$ cat config.mk
export PLATFORM = sky130hd
export DESIGN_NAME = rcw_top
export DESIGN_NICKNAME = d
export VERILOG_FILES = /design/src/inc/rcw_pkg.sv /design/src/rcw_top.sv /design/src/rcw_win.sv
export SDC_FILE = /design/constraint.sdc
export NUM_CORES = 1
export LEC_CHECK = 0
export ABC_AREA = 1
export BUFFER_PORTS_ARGS = -buffer_cell sky130_fd_sc_hd__buf_2
export CAP_MARGIN = 20
export CORE_ASPECT_RATIO = 0.8
export CORE_MARGIN = 2
export CORE_UTILIZATION = 34
export DETAILED_ROUTE_END_ITERATION = 12
export SYNTH_ARGS = -nofsm -noshare
export SYNTH_HDL_FRONTEND = slang
export SYNTH_HIERARCHICAL = 1
export SYNTH_SLANG_ARGS = --single-unit
$ cat constraint.sdc
create_clock -name SYS_CLK_I -period 2.7 [get_ports SYS_CLK_I]
set_input_delay 0.54 -clock SYS_CLK_I [delete_from_list [all_inputs] [get_ports SYS_CLK_I]]
set_output_delay 0.54 -clock SYS_CLK_I [all_outputs]
set_load 0.005 [all_outputs]
$ cat src/inc/rcw_pkg.sv
// Package with register map, field layout and codes of the calendar register windows
// Contract
// - Time pointer sits in calendar config bits 9:8
// - Time window maps seconds, hours, day, year pairs
// - Time high-byte write decrements pointer, stops at 00
// - Pointer 00 keeps minutes/seconds until rewritten
// - Alarm pointer sits in alarm config bits 9:8
// - Alarm window maps three pairs, code 11 empty
// - Alarm high-byte write decrements, holds at 00
// - Any alarm window read decrements alarm pointer
// - Any time window read decrements time pointer
// - Low-byte writes never move a pointer
// - Time register writes need timer write enable
// - Enable set only right after 55h, AAh keys
// - Clock select 00 crystal, 01 RC oscillator
// - Clock select 10/11 mains at 50/60 Hz
package rcw_pkg;

    localparam int DW = 16;
    localparam int AW = 4;

    // Word addresses of the registers
    localparam logic [3:0] ADDR_CAL_CFG  = 4'h0;
    localparam logic [3:0] ADDR_CAL_CFG1 = 4'h1;
    localparam logic [3:0] ADDR_ALM_CFG  = 4'h2;
    localparam logic [3:0] ADDR_PWR_CTL  = 4'h3;
    localparam logic [3:0] ADDR_TIME_WIN = 4'h4;
    localparam logic [3:0] ADDR_ALM_WIN  = 4'h5;
    localparam logic [3:0] ADDR_KEY      = 4'h6;

    // Field positions
    localparam int PTR_LSB    = 8;
    localparam int WREN_BIT   = 13;
    localparam int CLKSEL_LSB = 0;
    localparam int LANE_HI    = 1;

    // Reset values
    localparam logic [1:0] PTR_RST    = 2'h0;
    localparam logic [1:0] CLKSEL_RST = 2'h0;
    localparam logic [7:0] BYTE_RST   = 8'h00;

    // Unlock keys
    localparam logic [7:0] KEY_FIRST  = 8'h55;
    localparam logic [7:0] KEY_SECOND = 8'hAA;

    // Empty bytes of each window, index {pointer, lane}
    localparam logic [7:0] TIME_EMPTY = 8'h80;
    localparam logic [7:0] ALM_EMPTY  = 8'hC0;

    // Reference clock selection codes
    typedef enum logic [1:0] {
        CS_XTAL   = 2'b00,
        CS_RCOSC  = 2'b01,
        CS_MAIN50 = 2'b10,
        CS_MAIN60 = 2'b11
    } rcw_clksel_t;

    // Unlock sequencer states
    typedef enum logic [1:0] {
        UL_IDLE = 2'b00,
        UL_GOT1 = 2'b01,
        UL_OPEN = 2'b10
    } rcw_unlock_t;

endpackage

$ cat src/rcw_top.sv
// Register windows, write lock and reference clock select of the calendar clock unit
//
// The strobed register port and the placing of the registers were decided locally.
`timescale 1ns/1ps
module rcw_top
    import rcw_pkg::*;
(
    input  wire logic        SYS_CLK_I,     // System clock, 100 MHz
    input  wire logic        RST_B_I,       // Sync reset, active low
    input  wire logic        CE_I,          // Clock enable, freezes all
    input  wire logic [3:0]  ADDR_I,        // Register word address
    input  wire logic [15:0] WDATA_I,       // Write data
    input  wire logic        WR_I,          // Write strobe
    input  wire logic [1:0]  WR_BE_I,       // Write byte lanes
    input  wire logic        RD_I,          // Read strobe
    output logic      [15:0] RDATA_O,       // Read data, cycle after read
    input  wire logic        XTAL_TICK_I,   // Crystal oscillator tick
    input  wire logic        RCOSC_TICK_I,  // RC oscillator tick
    input  wire logic        MAINS_TICK_I,  // Mains line tick
    output logic             REF_TICK_O,    // Selected reference tick
    output logic             MAINS_60HZ_O,  // Mains runs at 60 Hz
    output logic      [1:0]  CLK_SEL_O,     // Clock select field
    output logic             TIMER_WREN_O,  // Timer write enable
    output logic      [7:0]  TIME_SEC_O,    // Seconds
    output logic      [7:0]  TIME_MIN_O,    // Minutes
    output logic      [7:0]  TIME_HOUR_O,   // Hours
    output logic      [7:0]  TIME_WDAY_O,   // Weekday
    output logic      [7:0]  TIME_DAY_O,    // Day
    output logic      [7:0]  TIME_MONTH_O,  // Month
    output logic      [7:0]  TIME_YEAR_O,   // Year
    output logic      [7:0]  ALM_SEC_O,     // Alarm seconds
    output logic      [7:0]  ALM_MIN_O,     // Alarm minutes
    output logic      [7:0]  ALM_HOUR_O,    // Alarm hours
    output logic      [7:0]  ALM_WDAY_O,    // Alarm weekday
    output logic      [7:0]  ALM_DAY_O,     // Alarm day
    output logic      [7:0]  ALM_MONTH_O    // Alarm month
);

    // Bus decode
    logic        wr_cal_cfg;
    logic        wr_cal_cfg1;
    logic        wr_alm_cfg;
    logic        wr_pwr;
    logic        wr_key;
    logic        rd_twin;
    logic        rd_awin;
    logic [1:0]  twin_be;
    logic [1:0]  awin_be;

    // Window instance results
    logic [1:0]  tptr;
    logic [1:0]  aptr;
    logic [15:0] tword;
    logic [15:0] aword;
    logic [63:0] tbytes;
    logic [63:0] abytes;

    // Control state
    rcw_unlock_t ul_ff;
    rcw_unlock_t nxt_ul;
    logic        wren_ff;
    logic        nxt_wren;
    logic [1:0]  clksel_ff;
    logic [1:0]  nxt_clksel;

    // Output registers
    logic [15:0] rdata_ff;
    logic [15:0] nxt_rdata;
    logic        ref_ff;
    logic        nxt_ref;
    logic        mains_ff;
    logic        nxt_mains;
    // Byte copies, one cycle behind storage
    logic [63:0] tout_ff;
    logic [63:0] nxt_tout;
    logic [63:0] aout_ff;
    logic [63:0] nxt_aout;

    // Returns true when an access hits the given address
    function automatic logic hit(input logic [3:0] a, input logic [3:0] reg_a);
        return a == reg_a;
    endfunction

    // Address decode of writes and window reads
    always_comb begin
        wr_cal_cfg  = 1'b0;
        wr_cal_cfg1 = 1'b0;
        wr_alm_cfg  = 1'b0;
        wr_pwr      = 1'b0;
        wr_key      = 1'b0;
        twin_be     = 2'b00;
        awin_be     = 2'b00;
        // Unmapped addresses match no branch and are dropped
        if (WR_I) begin
            if (hit(ADDR_I, ADDR_CAL_CFG)) begin
                wr_cal_cfg = 1'b1;
            end else if (hit(ADDR_I, ADDR_CAL_CFG1)) begin
                wr_cal_cfg1 = 1'b1;
            end else if (hit(ADDR_I, ADDR_ALM_CFG)) begin
                wr_alm_cfg = 1'b1;
            end else if (hit(ADDR_I, ADDR_PWR_CTL)) begin
                wr_pwr = 1'b1;
            end else if (hit(ADDR_I, ADDR_TIME_WIN)) begin
                twin_be = WR_BE_I;
            end else if (hit(ADDR_I, ADDR_ALM_WIN)) begin
                awin_be = WR_BE_I;
            end else if (hit(ADDR_I, ADDR_KEY)) begin
                wr_key = 1'b1;
            end
        end
    end

    // The core reads whole words, so any window read counts
    assign rd_twin = RD_I && hit(ADDR_I, ADDR_TIME_WIN);
    assign rd_awin = RD_I && hit(ADDR_I, ADDR_ALM_WIN);

    // Time window; byte writes gated by the write enable, pointer still moves.
    // A locked high-lane write steps the pointer just as an open one does.
    rcw_win #(
        .EMPTY_MASK (TIME_EMPTY)
    ) u_time_win (
        .clk_i     (SYS_CLK_I),
        .rst_b_i   (RST_B_I),
        .ce_i      (CE_I),
        .ptr_ld_i  (wr_cal_cfg && WR_BE_I[LANE_HI]),
        .ptr_val_i (WDATA_I[PTR_LSB +: 2]),
        .rd_i      (rd_twin),
        .wr_be_i   (twin_be),
        .wr_ok_i   (wren_ff),
        .wdata_i   (WDATA_I),
        .ptr_o     (tptr),
        .word_o    (tword),
        .bytes_o   (tbytes)
    );

    // Alarm window; always writable
    rcw_win #(
        .EMPTY_MASK (ALM_EMPTY)
    ) u_alm_win (
        .clk_i     (SYS_CLK_I),
        .rst_b_i   (RST_B_I),
        .ce_i      (CE_I),
        .ptr_ld_i  (wr_alm_cfg && WR_BE_I[LANE_HI]),
        .ptr_val_i (WDATA_I[PTR_LSB +: 2]),
        .rd_i      (rd_awin),
        .wr_be_i   (awin_be),
        .wr_ok_i   (1'b1),
        .wdata_i   (WDATA_I),
        .ptr_o     (aptr),
        .word_o    (aword),
        .bytes_o   (abytes)
    );

    // Unlock sequencer and write enable.
    // The open state lasts one cycle, so any stray write between the
    // second key and the enable write closes the lock again.
    always_comb begin
        nxt_ul   = ul_ff;
        nxt_wren = wren_ff;
        if (ul_ff == UL_OPEN) begin
            nxt_ul = UL_IDLE;
        end
        if (WR_I) begin
            case (ul_ff)
                UL_IDLE: begin
                    if (wr_key && WR_BE_I[0] && WDATA_I[7:0] == KEY_FIRST) begin
                        nxt_ul = UL_GOT1;
                    end
                end
                UL_GOT1: begin
                    if (wr_key && WR_BE_I[0] && WDATA_I[7:0] == KEY_SECOND) begin
                        nxt_ul = UL_OPEN;
                    end else if (wr_key && WR_BE_I[0] && WDATA_I[7:0] == KEY_FIRST) begin
                        // A repeated first key restarts the pair instead of aborting
                        nxt_ul = UL_GOT1;
                    end else begin
                        nxt_ul = UL_IDLE;
                    end
                end
                UL_OPEN: begin
                    nxt_ul = UL_IDLE;
                end
                default: begin
                    nxt_ul = UL_IDLE;
                end
            endcase
        end
        if (wr_cal_cfg1 && WR_BE_I[LANE_HI]) begin
            if (!WDATA_I[WREN_BIT]) begin
                nxt_wren = 1'b0;  // Clearing is never locked
            end else if (ul_ff == UL_OPEN) begin
                nxt_wren = 1'b1;
            end
        end
    end

    // Sequencer and write enable registers
    always_ff @(posedge SYS_CLK_I) begin
        if (!RST_B_I) begin
            ul_ff   <= UL_IDLE;
            wren_ff <= 1'b0;
        end else if (CE_I) begin
            ul_ff   <= nxt_ul;
            wren_ff <= nxt_wren;
        end
    end

    // Clock select field and selected reference tick
    always_comb begin
        nxt_clksel = clksel_ff;
        // The select field is written from the low lane only
        if (wr_pwr && WR_BE_I[0]) begin
            nxt_clksel = WDATA_I[CLKSEL_LSB +: 2];
        end
        // Both mains codes route the same pin; only the rate flag differs
        case (rcw_clksel_t'(clksel_ff))
            CS_XTAL:   nxt_ref = XTAL_TICK_I;
            CS_RCOSC:  nxt_ref = RCOSC_TICK_I;
            CS_MAIN50: nxt_ref = MAINS_TICK_I;
            CS_MAIN60: nxt_ref = MAINS_TICK_I;
            default:   nxt_ref = XTAL_TICK_I;
        endcase
        // Rate flag follows the next select, so it changes with the field
        nxt_mains = (nxt_clksel == CS_MAIN60);
    end

    // Select, rate flag and sampled tick
    always_ff @(posedge SYS_CLK_I) begin
        if (!RST_B_I) begin
            clksel_ff <= CLKSEL_RST;
            mains_ff  <= 1'b0;
            ref_ff    <= 1'b0;
        end else if (CE_I) begin
            clksel_ff <= nxt_clksel;
            mains_ff  <= nxt_mains;
            ref_ff    <= nxt_ref;
        end
    end

    // Read mux; data stand only in the cycle after the strobe.
    // The window word is taken before the pointer moves.
    always_comb begin
        // Unmapped addresses and the key register fall through and read zero
        nxt_rdata = 16'h0000;
        if (RD_I) begin
            if (hit(ADDR_I, ADDR_CAL_CFG)) begin
                nxt_rdata[PTR_LSB +: 2] = tptr;
            end else if (hit(ADDR_I, ADDR_CAL_CFG1)) begin
                nxt_rdata[WREN_BIT] = wren_ff;
            end else if (hit(ADDR_I, ADDR_ALM_CFG)) begin
                nxt_rdata[PTR_LSB +: 2] = aptr;
            end else if (hit(ADDR_I, ADDR_PWR_CTL)) begin
                nxt_rdata[CLKSEL_LSB +: 2] = clksel_ff;
            end else if (hit(ADDR_I, ADDR_TIME_WIN)) begin
                nxt_rdata = tword;
            end else if (hit(ADDR_I, ADDR_ALM_WIN)) begin
                nxt_rdata = aword;
            end
        end
    end

    always_ff @(posedge SYS_CLK_I) begin
        if (!RST_B_I) begin
            rdata_ff <= 16'h0000;
        end else if (CE_I) begin
            rdata_ff <= nxt_rdata;
        end
    end

    // Byte copies for the output pins. They trail storage by one cycle,
    // the price of keeping every output on a flop.
    always_comb begin
        nxt_tout = tbytes;
        nxt_aout = abytes;
    end

    always_ff @(posedge SYS_CLK_I) begin
        if (!RST_B_I) begin
            tout_ff <= 64'h0000_0000_0000_0000;
            aout_ff <= 64'h0000_0000_0000_0000;
        end else if (CE_I) begin
            tout_ff <= nxt_tout;
            aout_ff <= nxt_aout;
        end
    end

    // Outputs straight from flip-flops; byte index is {pointer, lane}.
    // A window write shows on the byte pins two cycles after its strobe.
    assign RDATA_O      = rdata_ff;
    assign REF_TICK_O   = ref_ff;
    assign MAINS_60HZ_O = mains_ff;
    assign CLK_SEL_O    = clksel_ff;
    assign TIMER_WREN_O = wren_ff;
    assign TIME_SEC_O   = tout_ff[7:0];
    assign TIME_MIN_O   = tout_ff[15:8];
    assign TIME_HOUR_O  = tout_ff[23:16];
    assign TIME_WDAY_O  = tout_ff[31:24];
    assign TIME_DAY_O   = tout_ff[39:32];
    assign TIME_MONTH_O = tout_ff[47:40];
    assign TIME_YEAR_O  = tout_ff[55:48];
    assign ALM_SEC_O    = aout_ff[7:0];
    assign ALM_MIN_O    = aout_ff[15:8];
    assign ALM_HOUR_O   = aout_ff[23:16];
    assign ALM_WDAY_O   = aout_ff[31:24];
    assign ALM_DAY_O    = aout_ff[39:32];
    assign ALM_MONTH_O  = aout_ff[47:40];

endmodule

$ cat src/rcw_win.sv
// Pointer-indexed byte window with auto-decrementing pointer
`timescale 1ns/1ps
module rcw_win
    import rcw_pkg::*;
#(
    parameter logic [7:0] EMPTY_MASK = 8'h00
) (
    input  wire logic        clk_i,      // System clock
    input  wire logic        rst_b_i,    // Sync reset, active low
    input  wire logic        ce_i,       // Clock enable
    input  wire logic        ptr_ld_i,   // Load pointer from software
    input  wire logic [1:0]  ptr_val_i,  // New pointer value
    input  wire logic        rd_i,       // Window read
    input  wire logic [1:0]  wr_be_i,    // Window write lanes
    input  wire logic        wr_ok_i,    // Byte writes allowed
    input  wire logic [15:0] wdata_i,    // Write data
    output logic      [1:0]  ptr_o,      // Current pointer
    output logic      [15:0] word_o,     // Window content now
    output logic      [63:0] bytes_o     // All bytes, index*8
);

    logic [1:0] ptr_ff;
    logic [1:0] nxt_ptr;
    logic [7:0] mem_ff  [0:7];
    logic [7:0] nxt_mem [0:7];
    logic [2:0] idx_lo;
    logic [2:0] idx_hi;

    assign idx_lo = {ptr_ff, 1'b0};
    assign idx_hi = {ptr_ff, 1'b1};
    assign ptr_o  = ptr_ff;
    // Empty bytes read as zero
    assign word_o = {EMPTY_MASK[idx_hi] ? BYTE_RST : mem_ff[idx_hi],
                     EMPTY_MASK[idx_lo] ? BYTE_RST : mem_ff[idx_lo]};

    genvar g;
    generate
        for (g = 0; g < 8; g++) begin : g_flat
            assign bytes_o[g*8 +: 8] = mem_ff[g];
        end
    endgenerate

    // Pointer and byte next values
    always_comb begin
        nxt_ptr = ptr_ff;
        for (int i = 0; i < 8; i++) begin
            nxt_mem[i] = mem_ff[i];
        end
        if (wr_ok_i && wr_be_i[0] && !EMPTY_MASK[idx_lo]) begin
            nxt_mem[idx_lo] = wdata_i[7:0];
        end
        if (wr_ok_i && wr_be_i[LANE_HI] && !EMPTY_MASK[idx_hi]) begin
            nxt_mem[idx_hi] = wdata_i[15:8];
        end
        if (ptr_ld_i) begin
            nxt_ptr = ptr_val_i;
        end else if ((rd_i || wr_be_i[LANE_HI]) && ptr_ff != 2'b00) begin
            // Saturates at 00 so minutes/seconds stay visible
            nxt_ptr = ptr_ff - 2'b01;
        end
    end

    always_ff @(posedge clk_i) begin
        if (!rst_b_i) begin
            ptr_ff <= PTR_RST;
            for (int i = 0; i < 8; i++) begin
                mem_ff[i] <= BYTE_RST;
            end
        end else if (ce_i) begin
            ptr_ff <= nxt_ptr;
            for (int i = 0; i < 8; i++) begin
                mem_ff[i] <= nxt_mem[i];
            end
        end
    end

endmodule

# Yosys cells after proc, flatten, opt, wreduce, memory -nomap -nowiden
# Memory sizes are Yosys's and may differ from the RTL's. A register that Yosys moved wholly into a read port is not among the register bits.
# Cells that the tools add are included.
word_totals:
  reg_bits: 131
  ram_bits: 128
  output_inout_bits: 125
  elab_cells: 222
  mem_count: 2
mem_list:
  columns: ["memory", "words", "word_bits", "read_ports", "rd_clocked_by_memory_dff", "write_ports", "line", "rtl"]
  rows:
  - ["u_alm_win.mem_ff", 8, 8, 10, 2, 8, "rcw_win.sv:24", "logic [7:0] mem_ff [0:7];"]
  - ["u_time_win.mem_ff", 8, 8, 10, 2, 8, "rcw_win.sv:24", null]
classes:
  add_sub_neg: 2
  order_cmp: 12
  eq_ne: 15
  mux: 123
  n_bitwise: 20
  n_reduce_logical: 38
ops:
  columns: ["cell", "n"]
  rows:
  - ["bitwise mux 64 bit", 4]
  - ["two-way mux 64 bit", 4]
  - ["two-way mux 8 bit", 26]
  - ["two-way mux 16 bit", 8]
  - ["demux 8 bit (select 3 bit)", 4]
  - ["two-way mux 2 bit", 26]
  - ["two-way mux 1 bit", 34]
  - ["two-way mux 3 bit", 8]
  - ["logical AND 1 bit", 21]
  - ["greater-or-equal comparator 4 bit, second input constant", 4]
  - ["< comparator 3 x 4 -> 1 bit, second input constant", 4]
  - ["< comparator 4 x 1 -> 1 bit, second input constant", 4]
  - ["inverter 3 -> 4 bit", 4]
  - ["bitwise OR 1 bit", 16]
  - ["two-way mux 14 bit", 1]
  - ["two-way mux 13 bit", 1]
  - ["== test 4 x 3 -> 1 bit, second input constant", 3]
  - ["two-way mux 6 bit", 2]
  - ["== test 2 bit, second input constant", 4]
  - ["== test 4 x 2 -> 1 bit, second input constant", 2]
  - ["== test 8 x 7 -> 1 bit, second input constant", 1]
  - ["== test 8 bit, second input constant", 1]
  - ["nonzero test 2 bit", 4]
  - ["binary-select mux 1 bit (select 2 bit)", 3]
  - ["13 further kinds", 21]

# Logic depth before layout (Yosys ltp)
logic_depth:
  word_depth: 15
  depth_mapped: 12

# Cells and area by module
# Netlist, hierarchy kept.
by_module_without_submodules:
  columns: ["mod", "n_inst", "cells_each", "area_per_inst_um2"]
  rows:
  - ["rcw_top", 1, 677, 5012.3]
  - ["rcw_win at u_time_win", 1, 417, 3793.6]
  - ["rcw_win at u_alm_win", 1, 424, 3651.0]

# Worst setup path before layout
# Ideal clock, no wire load.
synth_timing:
  path_kind: "input to register"
  start: "in RST_B_I"
  end: "mem u_time_win.mem_ff[0][0] (enable)"
  setup_time_ps: 693
  arrival_ps: 2064
  required_time_ps: 2007
  slack_ps: -57
  stages: 3
  path_buffers: 2
  cell_sequence: "clkbuf_1 buf_2 nand2_1"
synth_lines:
  columns: ["item", "line", "rtl"]
  rows:
  - ["from (decl)", "rcw_top.sv:9", "input wire logic RST_B_I,"]
  - ["to (decl)", "rcw_win.sv:24", null]

==> metrics.md <==
| Metric | Value |
|---|---|
| Post-place setup slack | `369 ps` |
| Storage cell area | `~0.0065 sq mm` |
| XOR/XNOR share of the synthesized area | `0%` |
| Multi-input combinational cell area | `between 0.005 and 0.006 sq mm` |
| Async SR Flop Fraction | `0%` |
| Worst hold path type | `input pin to register` |
| Final Skew | `14.2 ps` |
| # resized after CTS | `0` |
| Starting Density | `between 30 and 40%` |
| Max clock buf depth | `3` |
| Post-synthesis compound-gate area fraction | `around 16%` |
| Synth area leaders | `edfxtp_1, dfxtp_1, nor2_1, o21ai_0, nand2_1` |
| Largest net degree at the start of global routing | `between 60 and 70` |
| Worst hold margin | `just over 300 ps` |
| Root Driver | `clkbuf_16` |
| Initial antenna violation count | `2` |
| Final HPWL from detailed placement | `27300 um` |
| I/O Pins | `155` |
| Post-synth top area share | `a little under a third` |
| Simple logic cell fraction of the synthesized area | `23.0%` |
| Final GP Congestion | `roughly 0.85` |
| RSZ-0062 raised after global routing | `no` |
| Detailed Route WL | `38800 um` |
| Final #Nets | `~1700` |
| Synth warn | `6` |
| Chip width | `about 220 um` |
| Post-layout util | `41.0%` |
| Crit path DAT | `around 2400 ps` |
| Buffers added on ports | `around 150` |
| VDD IR max | `between 400 and 500 uV` |
| Total iterations of the first detailed-routing run | `5` |
| Largest family of logic cells by synthesized area | `simple AND/OR/NAND/NOR gates` |
| Clk_lat worst skew | `roughly 570 ps` |
| Fin crit share | `roughly 70%` |
| Max-Cap Viols | `0` |
| Vias | `around 11000` |
| Sinks on Clock Net | `263` |
| Synth Area in Adders | `less than 1%` |
| Seq/Total Area, Yosys | `a little over half` |
| H-tree Lvls | `1` |
| Post-synthesis instance area | `0.0125 sq mm` |
| Max Freq | `around 540 MHz` |
| GRT Util Overall | `about a fifth` |
| Number of synthesized flops with an enable pin | `128` |
| Non-filler cells in the finished layout | `roughly 2200` |
| Mapped Avg Cell Area | `just over 8 sq um` |
| CP required | `~3200 ps` |
| Core box area | `between 0.03 and 0.04 sq mm` |
| Post-synth top flop | `dfxtp_1` |
| Number of global-route vias before repair | `9986` |
| Inst Count DP | `between 2000 and 2500` |
| Final Hold Fails | `0` |
| Max-slew headroom | `a little under 50%` |
| Slew Viols, Final | `0` |
| Final Setup Violations | `0` |
| Setup TNS | `0 ps` |
| CTS Buf Count | `29` |
| Vias per cell | `5.01` |
| Pwr dens | `~700 mW/mm^2` |
| CTS hold repair buffers | `0` |
| Crit end category | `register` |
| Layout cell share with drive strength beyond 1 | `a little under a fifth` |
| 1st-iter DRT viols | `1139` |
| Routed len/inst | `18.0 um` |
| Detailed-route DRC error count | `0` |
| FILL cells | `about 3700` |
| Global-route wire length before repair | `59800 um` |
| Area leader, netlist | `edfxtp_1` |
| Synthesized instance count | `1518` |
| TritonCTS clock tree | `built` |
| Die H | `between 150 and 200 um` |
| Leading cell types in the layout, fill and taps excluded | `nor2_1, o21ai_0, buf_2` |
| CP startpoint kind | `register` |
| Rows | `just over 60` |
| Critical Path Fanout Max | `40` |
| Global route overflow | `0` |
| Final Critical Period | `approximately 1900 ps` |
| Status | `completed` |
| Measured slew at the worst slew-check pin | `754 ps` |
| Crit path kind | `register to register` |
| Synthesis-to-layout area growth | `18.4%` |
| P_leak | `~0.0066 uW` |
| Distinct cells, synth | `40` |
| Post-synthesis mux area share | `less than 1%` |
| Most common cell after layout, fill and taps aside | `nor2_1` |
| Clock-pin slew on the worst setup and hold paths | `about 70 ps` |
| Detail Route Antenna Nets | `0` |
| Die Area | `0.0382 sq mm` |
| Post-route setup slack | `approximately 830 ps` |
| Register bit total from synthesis | `about 260` |
| Post-CTS setup buffers | `0` |
==> Yosys cell counts, types with 7 or more instances <==
cell type	instances
ha_1	8
edfxtp_1	128
a21oi_2	30
o21ai_0	192
clkbuf_1	31
nand2_1	130
buf_6	7
buf_4	9
nand3_1	34
a21oi_1	74
inv_2	16
inv_1	86
o21ai_1	78
buf_2	31
dfxtp_1	135
nor2_1	476
==> routing by layer <==
metal | vias to the layer above | track usage (%) | share of wire [%]
met4 | 0 | 4.88 | 1.9
met2 | 350 | 29.9 | 44
met5 | - | 0.385 | 0
met1 | 5129 | 30.0 | 48
met3 | 46 | 3.06 | 6.4
li1 | 5257 | - | -
==> layout make-up <==
cell class | instances | share of cell area (%)
Antenna cell | 3 | 0.0509
Clock buffer | 43 | 6.48
Clock inverter | 11 | 1.35
Inverter | 109 | 2.89
Multi-Input combinational cell | 1063 | 33.9
Sequential cell | 263 | 44.4
Tap cell | 480 | 4.07
Timing Repair Buffer | 179 | 6.87
==> cell families (layout without fill, tap and decap cells) <==
family,after synthesis,in the layout
AO/OA/AOI/OAI,378,378
AND/OR/NAND/NOR,674,674
adder cells (fa/ha/maj),8,8
other,1,5
buffers and inverters,193,342
flip-flops,263,263
multiplexers,1,1
==> stage by stage <==
step / total power [uW] / cell area [sq um]
after global placement: 5460 / 13600
after detailed placement: 5480 / 13600
after CTS: 10100 / 14700
final: 10100 / 14800
after floorplan: 5080 / 12500
after global routing: 10400 / 14700
==> report_power, final <==
| group | switching, uW | internal (uW) | total, uW | leakage (uW) |
|---|---|---|---|---|
| Combinational | 527 | 264 | 791 | 0.00346 |
| Clock | 1730 | 2940 | 4670 | 0.000571 |
| Sequential | 174 | 4430 | 4600 | 0.00253 |
==> worst max-delay path, cell delays in order (launching register included) <==
cell     delay (ps)
dfxtp_1         310
inv_2           490
o21ai_0         230
a21oi_1         300
nand3_1         130
nand2_1          80
nand2_1          50
nand3_1          80
nand2_1          60
inv_1            60
==> final timing paths <==
check,from,endpoint,slack (ps),depth (start not counted)
max,register,RDATA_O[8],830,9
min,RD_I,RDATA_O[0],310,3
max reg2reg,register,RDATA_O[8],830,9
min reg2reg,RDATA_O[5],RDATA_O[5],470,2
==> flip-flops by register name (all words and copies together) (netlist names), named ones only <==
signal	count
u_alm_win/mem_ff	64
u_time_win/mem_ff	64
tout_ff	56
aout_ff	48
RDATA_O	16
CLK_SEL_O	2
u_alm_win/ptr_o	2
u_time_win/ptr_o	2
ul_ff	2
MAINS_60HZ_O	1
REF_TICK_O	1
TIMER_WREN_O	1
Power figures use the tool's default switching activity.
